`config.mk`:
```
export PLATFORM = sky130hd
export DESIGN_NAME = pwd_watchdog
export DESIGN_NICKNAME = d
export VERILOG_FILES = /design/src/hw/pwd_pkg.sv /design/src/hw/pwd_watchdog.sv
export SDC_FILE = /design/constraint.sdc
export NUM_CORES = 1
export LEC_CHECK = 0
export CAP_MARGIN = 20
export CORE_ASPECT_RATIO = 1.4
export CORE_MARGIN = 2
export CORE_UTILIZATION = 62
export CTS_BUF_LIST = sky130_fd_sc_hd__clkbuf_4 sky130_fd_sc_hd__clkbuf_8
export CTS_CLUSTER_DIAMETER = 150
export DETAILED_ROUTE_END_ITERATION = 6
export DONT_BUFFER_PORTS = 1
export PLACE_DENSITY = 0.8
export SETUP_SLACK_MARGIN = 0.1
export SYNTH_ARGS = -nofsm -noshare
export SYNTH_HDL_FRONTEND = slang
export SYNTH_SLANG_ARGS = --single-unit
```
`constraint.sdc`:
```
create_clock -name pclk -period 5.9 [get_ports pclk]
set_clock_uncertainty 0.15 [all_clocks]
set_input_delay 0.885 -clock pclk [delete_from_list [all_inputs] [get_ports pclk]]
set_output_delay 0.885 -clock pclk [all_outputs]
set_load 0.01 [all_outputs]
```
`src/hw/pwd_pkg.sv`:
```
// pwd_pkg: constants, types and register map of the counter-array watchdog
// assumes an apb slave at pclk, 32-bit data, one register per aligned word
//
// Contract
// compare high register compared with the high byte of the 16-bit count
// offset counts low-byte overflows; first overflow takes up to 256 clocks
// interval is 256 times offset plus 256 minus low byte at feed
// reset when low byte overflows while high byte equals compare high
// writing 1 to module2 match flag forces reset while watchdog enabled
// software disables, selects clock, loads offset, idle, enables, then feeds
// any write to compare high restarts the interval as the feed
// 3-bit clock select chooses the counter clock source
// idle stop set suspends counter and watchdog during processor idle
// clock select and idle stop writes ignored while watchdog enabled
// watchdog enabled when enable bit or lock bit is set
// lock holds watchdog enabled until next system reset
// with lock clear, clearing enable disables the watchdog
// enable bit comes up set after any reset
// defaults: clock system_clock/12, low byte 0x00, offset 0x00
// defaults give 256 counter clocks, 3072 system clocks
// 16-bit up counter, low byte carries into high byte
// reset is a synchronous request; system reset restores all defaults
package pwd_pkg;
   localparam logic [7:0] ADDR_CONTROL   = 8'h00;
   localparam logic [7:0] ADDR_MODE      = 8'h04;
   localparam logic [7:0] ADDR_CNT_LOW   = 8'h08;
   localparam logic [7:0] ADDR_CNT_HIGH  = 8'h0c;
   localparam logic [7:0] ADDR_OFFSET    = 8'h10;
   localparam logic [7:0] ADDR_CMP_HIGH  = 8'h14;

   localparam int BIT_MATCH2   = 2;
   localparam int BIT_RUN      = 6;
   localparam int BIT_IDLESTOP = 7;
   localparam int BIT_LOCK     = 5;
   localparam int BIT_ENABLE   = 6;
   localparam int SEL_LSB      = 1;

   localparam logic [2:0] SEL_DIV12 = 3'h0;
   localparam logic [2:0] SEL_DIV4  = 3'h1;
   localparam logic [2:0] SEL_TIMER = 3'h2;
   localparam logic [2:0] SEL_EXTE  = 3'h3;
   localparam logic [2:0] SEL_SYS   = 3'h4;
   localparam logic [2:0] SEL_EXT8  = 3'h5;
   localparam logic [2:0] SEL_RST   = SEL_DIV12;
   localparam logic [7:0] RST_LOW    = 8'h00;
   localparam logic [7:0] RST_HIGH   = 8'h00;
   localparam logic [7:0] RST_OFFSET = 8'h00;
   localparam logic [7:0] RST_CMP    = 8'h00;
   localparam logic [3:0] DIV12_LAST = 4'hb;
   localparam logic [1:0] DIV4_LAST  = 2'h3;
   localparam logic [2:0] DIV8_LAST  = 3'h7;
   localparam int DEFAULT_TIMEOUT_SYS = 3072;

   typedef struct packed {
      logic        idle_count_stop;
      logic [2:0]  array_clock_select;
      logic        watchdog_lock;
      logic        watchdog_enable;
   } pwd_mode_s;

   typedef struct packed {
      logic       processor_idle;
      logic       timer_overflow;
      logic       ext_clock;
   } pwd_sys_s;
endpackage

```
`src/hw/pwd_watchdog.sv`:
```
// pwd_watchdog: counter array with watchdog compare module and apb registers
// assumes pclk is the system clock; inputs synchronous to pclk
//
// Added by the designer: register access over APB and the placing of the registers.
`timescale 1ns/1ps
module pwd_watchdog (
   // apb
   input  wire logic              pclk,
   input  wire logic              presetn,
   input  wire logic              psel,
   input  wire logic              penable,
   input  wire logic              pwrite,
   input  wire logic [7:0]        paddr,
   input  wire logic [31:0]       pwdata,
   output logic      [31:0]       prdata,
   output logic                   pready,
   output logic                   pslverr,
   // system
   input  wire pwd_pkg::pwd_sys_s sys_in,
   output logic                   wd_reset_req
);
   import pwd_pkg::*;

   // counter array state
   logic [7:0]  array_count_low_r;
   logic [7:0]  array_count_low_nxt;
   logic [7:0]  array_count_high_r;
   logic [7:0]  array_count_high_nxt;

   // watchdog compare module
   logic [7:0]  wd_offset_value_r;
   logic [7:0]  wd_offset_value_nxt;
   logic [7:0]  wd_compare_high_r;
   logic [7:0]  wd_compare_high_nxt;

   // control and mode
   logic        run_r;
   logic        run_nxt;
   logic        match2_r;
   logic        match2_nxt;
   pwd_mode_s   mode_r;
   pwd_mode_s   mode_nxt;

   // prescalers and edge detect
   logic [3:0]  div12_r;
   logic [3:0]  div12_nxt;
   logic [1:0]  div4_r;
   logic [1:0]  div4_nxt;
   logic [2:0]  div8_r;
   logic [2:0]  div8_nxt;
   logic        ext_prev_r;

   // outputs
   logic        wd_reset_req_nxt;
   logic [31:0] prdata_nxt;

   // address hits
   wire hit_ctrl   = paddr == ADDR_CONTROL;
   wire hit_mode   = paddr == ADDR_MODE;
   wire hit_low    = paddr == ADDR_CNT_LOW;
   wire hit_high   = paddr == ADDR_CNT_HIGH;
   wire hit_offset = paddr == ADDR_OFFSET;
   wire hit_cmp    = paddr == ADDR_CMP_HIGH;
   wire mapped     = hit_ctrl | hit_mode | hit_low
                   | hit_high | hit_offset | hit_cmp;

   // write strobes land on the access edge
   wire access     = psel & penable;
   wire wr_en      = access & pwrite;
   wire rd_setup   = psel & ~penable & ~pwrite;
   wire wr_ctrl    = wr_en & hit_ctrl;
   wire wr_mode    = wr_en & hit_mode;
   wire wr_low     = wr_en & hit_low;
   wire wr_high    = wr_en & hit_high;
   wire wr_offset  = wr_en & hit_offset;
   wire wr_cmp     = wr_en & hit_cmp;

   wire wd_active = mode_r.watchdog_enable | mode_r.watchdog_lock;

   // counter clock sources
   wire ext_rise  = sys_in.ext_clock & ~ext_prev_r;
   wire tick_12   = div12_r == DIV12_LAST;
   wire tick_4    = div4_r == DIV4_LAST;
   wire tick_8    = div8_r == DIV8_LAST;
   logic src_tick;
   always_comb begin
      unique case (mode_r.array_clock_select)
         SEL_DIV12: src_tick = tick_12;
         SEL_DIV4:  src_tick = tick_4;
         SEL_TIMER: src_tick = sys_in.timer_overflow;
         SEL_EXTE:  src_tick = ext_rise;
         SEL_SYS:   src_tick = 1'b1;
         SEL_EXT8:  src_tick = tick_8;
         default:   src_tick = 1'b0;
      endcase
   end

   wire suspended = mode_r.idle_count_stop & sys_in.processor_idle;
   wire cnt_tick  = src_tick & run_r & ~suspended;
   wire wd_tick   = src_tick & ~suspended;
   wire low_ovf   = wd_tick && array_count_low_r == 8'hff;
   // watchdog keeps the count moving even if the run bit is clear
   wire count_en  = cnt_tick | (wd_active & wd_tick);
   wire match     = array_count_high_r == wd_compare_high_r;
   wire timeout   = wd_active & count_en & low_ovf & match;
   wire forced    = wd_active & wr_ctrl & pwdata[BIT_MATCH2];

   // mode register: lock sticks, selects frozen while enabled
   always_comb begin
      mode_nxt = mode_r;
      if (wr_mode) begin
         mode_nxt.watchdog_enable = pwdata[BIT_ENABLE];
         mode_nxt.watchdog_lock = mode_r.watchdog_lock
                                | pwdata[BIT_LOCK];
         if (!wd_active) begin
            mode_nxt.array_clock_select = pwdata[SEL_LSB +: 3];
            mode_nxt.idle_count_stop = pwdata[BIT_IDLESTOP];
         end
      end
   end

   // offset register changes only on software writes, never on the feed
   always_comb begin
      wd_offset_value_nxt = wr_offset ? pwdata[7:0] : wd_offset_value_r;
   end

   assign wd_reset_req_nxt = timeout | forced;

   // prescaler next values
   assign div12_nxt = tick_12 ? 4'h0 : div12_r + 4'h1;
   assign div4_nxt  = div4_r + 2'h1;
   assign div8_nxt  = ext_rise ? div8_r + 3'h1 : div8_r;

   // low byte: software write wins over the count
   always_comb begin
      array_count_low_nxt = array_count_low_r;
      if (wr_low) begin
         array_count_low_nxt = pwdata[7:0];
      end else if (count_en) begin
         array_count_low_nxt = array_count_low_r + 8'h01;
      end
   end

   // high byte takes the carry of the low byte
   always_comb begin
      array_count_high_nxt = array_count_high_r;
      if (wr_high) begin
         array_count_high_nxt = pwdata[7:0];
      end else if (count_en && low_ovf) begin
         array_count_high_nxt = array_count_high_r + 8'h01;
      end
   end

   // feed: compare high becomes current high byte plus offset
   always_comb begin
      wd_compare_high_nxt = wd_compare_high_r;
      if (wr_cmp) begin
         wd_compare_high_nxt = array_count_high_r
                             + wd_offset_value_r;
      end
   end

   // run bit follows control writes
   always_comb begin
      run_nxt = run_r;
      if (wr_ctrl) begin
         run_nxt = pwdata[BIT_RUN];
      end
   end

   // module2 flag: hardware set wins over software clear
   always_comb begin
      match2_nxt = match2_r;
      if (!wd_active && count_en && low_ovf && match) begin
         match2_nxt = 1'b1;
      end else if (wr_ctrl && !wd_active) begin
         match2_nxt = pwdata[BIT_MATCH2];
      end
   end

   // mode register
   always_ff @(posedge pclk or negedge presetn) begin
      if (!presetn) begin
         mode_r <= '{idle_count_stop: 1'b0, array_clock_select: SEL_RST,
                     watchdog_lock: 1'b0, watchdog_enable: 1'b1};
      end else begin
         mode_r <= mode_nxt;
      end
   end

   // offset register
   always_ff @(posedge pclk or negedge presetn) begin
      if (!presetn) begin
         wd_offset_value_r <= RST_OFFSET;
      end else begin
         wd_offset_value_r <= wd_offset_value_nxt;
      end
   end

   // registered reset request
   always_ff @(posedge pclk or negedge presetn) begin
      if (!presetn) begin
         wd_reset_req <= 1'b0;
      end else begin
         wd_reset_req <= wd_reset_req_nxt;
      end
   end

   // previous level of the external clock
   always_ff @(posedge pclk or negedge presetn) begin
      if (!presetn) begin
         ext_prev_r <= 1'b0;
      end else begin
         ext_prev_r <= sys_in.ext_clock;
      end
   end

   // divide by 12, free running
   always_ff @(posedge pclk or negedge presetn) begin
      if (!presetn) begin
         div12_r <= 4'h0;
      end else begin
         div12_r <= div12_nxt;
      end
   end

   // divide by 4, free running
   always_ff @(posedge pclk or negedge presetn) begin
      if (!presetn) begin
         div4_r <= 2'h0;
      end else begin
         div4_r <= div4_nxt;
      end
   end

   // external edges divided by 8
   always_ff @(posedge pclk or negedge presetn) begin
      if (!presetn) begin
         div8_r <= 3'h0;
      end else begin
         div8_r <= div8_nxt;
      end
   end

   // count low byte
   always_ff @(posedge pclk or negedge presetn) begin
      if (!presetn) begin
         array_count_low_r <= RST_LOW;
      end else begin
         array_count_low_r <= array_count_low_nxt;
      end
   end

   // count high byte
   always_ff @(posedge pclk or negedge presetn) begin
      if (!presetn) begin
         array_count_high_r <= RST_HIGH;
      end else begin
         array_count_high_r <= array_count_high_nxt;
      end
   end

   // compare high byte
   always_ff @(posedge pclk or negedge presetn) begin
      if (!presetn) begin
         wd_compare_high_r <= RST_CMP;
      end else begin
         wd_compare_high_r <= wd_compare_high_nxt;
      end
   end

   // run bit
   always_ff @(posedge pclk or negedge presetn) begin
      if (!presetn) begin
         run_r <= 1'b0;
      end else begin
         run_r <= run_nxt;
      end
   end

   // module2 flag
   always_ff @(posedge pclk or negedge presetn) begin
      if (!presetn) begin
         match2_r <= 1'b0;
      end else begin
         match2_r <= match2_nxt;
      end
   end

   // read mux
   logic [7:0] rd_byte;
   always_comb begin
      rd_byte = 8'h00;
      unique case (paddr)
         ADDR_CONTROL: begin
            rd_byte = 8'h00;
            rd_byte[BIT_RUN]    = run_r;
            rd_byte[BIT_MATCH2] = match2_r;
         end
         ADDR_MODE: begin
            rd_byte = 8'h00;
            rd_byte[BIT_IDLESTOP]     = mode_r.idle_count_stop;
            rd_byte[BIT_ENABLE]       = mode_r.watchdog_enable;
            rd_byte[BIT_LOCK]         = mode_r.watchdog_lock;
            rd_byte[SEL_LSB +: 3]     = mode_r.array_clock_select;
         end
         ADDR_CNT_LOW:  rd_byte = array_count_low_r;
         ADDR_CNT_HIGH: rd_byte = array_count_high_r;
         ADDR_OFFSET:   rd_byte = wd_offset_value_r;
         ADDR_CMP_HIGH: rd_byte = wd_compare_high_r;
         default:       rd_byte = 8'h00;
      endcase
   end

   // read data captured in the setup cycle, held until the next read
   assign prdata_nxt = rd_setup ? {24'h00_0000, rd_byte} : prdata;

   always_ff @(posedge pclk or negedge presetn) begin
      if (!presetn) begin
         prdata <= 32'h0000_0000;
      end else begin
         prdata <= prdata_nxt;
      end
   end

   // apb response: no wait states

   assign pready  = 1'b1;
   assign pslverr = psel & penable & ~mapped;
endmodule // pwd_watchdog

```
==> impl_metrics.tcl <==
set metrics [dict create \
    status "finished, violations left" \
    violations "design-rule violations" \
    cts_tree "done" \
    wirelength_um 8300 \
    cts-resized-gates 0 \
    synth_top_area_cell "dfrtp_1" \
    fmax_ghz 0.358 \
    overflow 0 \
    htreeDepth 3 \
    p_leak_nw 1.72 \
    drt_iter0_markers 254 \
    wire_per_inst_um 19.2 \
    start_util_pct 64.6 \
    synth-simple-area-share_pct 14.4 \
    synth_area_leaders "dfrtp_1 40%, buf_4 5.8%, mux2_2 5.0%" \
    max-clock-path-buffers 2 \
    async_reset_ff_share_pct 100 \
    path_max_fanout 14 \
    place_hpwl_um 6040 \
    slowest_stage "a221oi_2" \
    dieHeight_um 94.1 \
    grt_max_degree 60 \
    vias 2822 \
    die-area_um2 6430 \
    synthFlopType "dfrtp_1" \
    drv_slew 0 \
    syn_area_per_cell_um2 9.95 \
    r2r_cells 6 \
    antenna_found_initial 0 \
    period_minus_slack_ps 2800 \
    grt_pass1_wl_um 13100 \
    setup_violations 0 \
    drive_above_1_share_pct 10.7 \
    synth_compound_area_share_pct 17.4 \
    grt_pass1_vias 2684 \
    critPathRequiredTime_ps 5970 \
    ir_drop_uv 185 \
    fin_util_pct 67.1 \
    design.core.area_um2 5570 \
    synth-xor-area-share_pct 6.58 \
    rsz0062_at_grt "no" \
    fillers 421 \
    gp_congestion 0.928 \
    cp_slowest_stage_delay_ps 960 \
    r2r_setup_slack_ps 3100 \
    regArea_um2 1480 \
    seq_area_frac_synth_pct 41.1 \
    slew_headroom_pct 24.9 \
    drtAntennaViolNets 0 \
    cts_root_buf "clkbuf_8" \
    drtPass1Iterations 7 \
    synth_top_family_by_area "compound AO/OA/AOI/OAI gates" \
    multi_input_area_um2 1930 \
    area_delta_synth_final_pct 3.90 \
    dp_slack_ps 3120 \
    cp_cell_sequence "ha_1, nand3b_1, a221oi_2, o211ai_2, mux2_1, mux2_2" \
    port_buffers 0 \
    grt_use_total_pct 28.2 \
    nNetsFinal 421 \
    fin_crit_sh_pct 47.4 \
    hold_viol_final 0 \
    start_kind "flip-flop" \
    end_kind "flip-flop" \
    vias_per_cell 6.53 \
    synth_edf_count 0 \
    synth_top_area_share_pct 40.4 \
    hold_class "input pin to async pin" \
    synth_seq_cells 59 \
    clock_latency_ps 340 \
    synth.cell_area_um2 3590 \
    synth_fa_ha_area_share_pct 5.08 \
    synth.area.mux_share_pct 7.56 \
    fin_setup_tns_ps 0 \
    holdWs_ps 89.7 \
    yosys_warnings 0 \
    worst_slew_pin_slew_ps 1130 \
    diodes 0 \
    numClockSinks 59 \
    r2r-end "array_count_high_r[1]" \
    max-cap-violations 0 \
    die_w_um 68.3 \
    synth_cells 361 \
    synth_common_cells "58 x dfrtp_1, 37 x nand2_1, 28 x buf_4" \
    cts_buffers 9 \
    setup_slack_ps 3100 \
    r2r-start "div12_r[0]" \
    ctsHoldBuffers 0 \
    power-per-cell-area_nw_per_um2 250 \
    num_rows 32 \
    clk_pin_slew_ps 60 \
    synth.most_common_cell "dfrtp_1" \
    crit_family "compound AO/OA/AOI/OAI gates" \
    drt_drc_violations_left 3 \
    path_class "flip-flop to flip-flop" \
    ioPinCount 83 \
    arrival_ps 2870 \
    cp_num_buf_inv 0 \
    cts_setup_buffers 0 \
    synthDistinctLibCells 57 \
]
[how the worst max path moves through the flow]
stage                          start                    end  slack, ps  cells past startpoint
after floorplan            sys_in[0]  array_count_high_r[1]       3590                      5
final                     div12_r[0]  array_count_high_r[1]       3100                      6
after detailed placement   sys_in[0]  array_count_high_r[1]       3120                      5
after global placement     sys_in[0]  array_count_high_r[1]       3140                      5
after global routing      div12_r[0]  array_count_high_r[1]       2940                      6
after CTS                 div12_r[0]  array_count_high_r[1]       3120                      6
[where the power goes]
part | internal (mW) | leakage, nW | switching (mW)
combinational | 0.0416 | 0.826 | 0.0444
clock | 0.232 | 0.111 | 0.153
sequential | 0.433 | 0.786 | 0.0295
total | 0.706 | 1.72 | 0.227
[metrics by stage]
step                instances  power (mW)  cell area [um^2]
global placement          416       0.550              3520
global route              432       0.973              3730
floorplan                 384       0.548              3680
detailed placement        416       0.555              3520
finish                    432       0.933              3730
CTS                       432       0.937              3730
[cell families after synthesis]
| kind of cell | count (synthesis) |
|---|---|
| other | 2 |
| and+or+nand+nor | 103 |
| buffers and inverters | 44 |
| xor gates and xnor gates | 27 |
| adders and majority gates | 14 |
| DFF | 59 |
| muxes | 25 |
| AOI/OAI and AO/OA | 87 |
[layer usage]
| layer | track usage, % | share of wire, % | vias up |
|---|---|---|---|
| met3 | 7.31 | 7.3 | 30 |
| met4 | 13.7 | 4.5 | 0 |
| met2 | 46.4 | 50 | 147 |
| met5 | 0 | 0 | - |
| met1 | 33.3 | 38 | 1377 |
| li1 | - | - | 1268 |
[area by class of cell]
cell class,count,area share (%)
Timing Repair Buffer,1,0.201
Tap cell,68,2.28
Multi-Input combinational cell,281,51.6
Clock buffer,14,4.66
Sequential cell,59,39.6
Inverter,7,0.704
Clock inverter,2,0.938
[state kept, by name, summed over array words and instances, names as in the netlist]
register and cells:
mode_r 6, array_count_high_r 8, div4_r 2, prdata 8, array_count_low_r 8, wd_offset_value_r 8, wd_reset_req 1, div8_r 3
div12_r 4, ext_prev_r 1, run_r 1, wd_compare_high_r 8, match2_r 1
[cell usage in the layout, fill, tap and decap left out, drive strengths merged, types with 3 or more instances in the layout]
cell,netlist,final
a222oi,4,4
a221o,4,4
nor3,4,4
a21o,3,3
ha,13,13
inv,7,7
clkbuf,4,14
xor2,20,20
a32o,4,4
nand3b,3,3
a21oi,16,16
nor2b,3,3
conb,2,25
and3,5,5
nand3,4,4
and2,5,5
nand4,3,3
o211ai,6,6
a221oi,3,3
and4,3,3
nand2b,4,4
a31oi,3,3
dfrtp,58,58
o2111ai,6,6
xnor2,7,7
nor4,3,3
mux2,17,17
nand2,37,37
o21ai,24,24
mux2i,8,8
nor2,23,23
No activity file was read; power rests on OpenSTA's default activity.
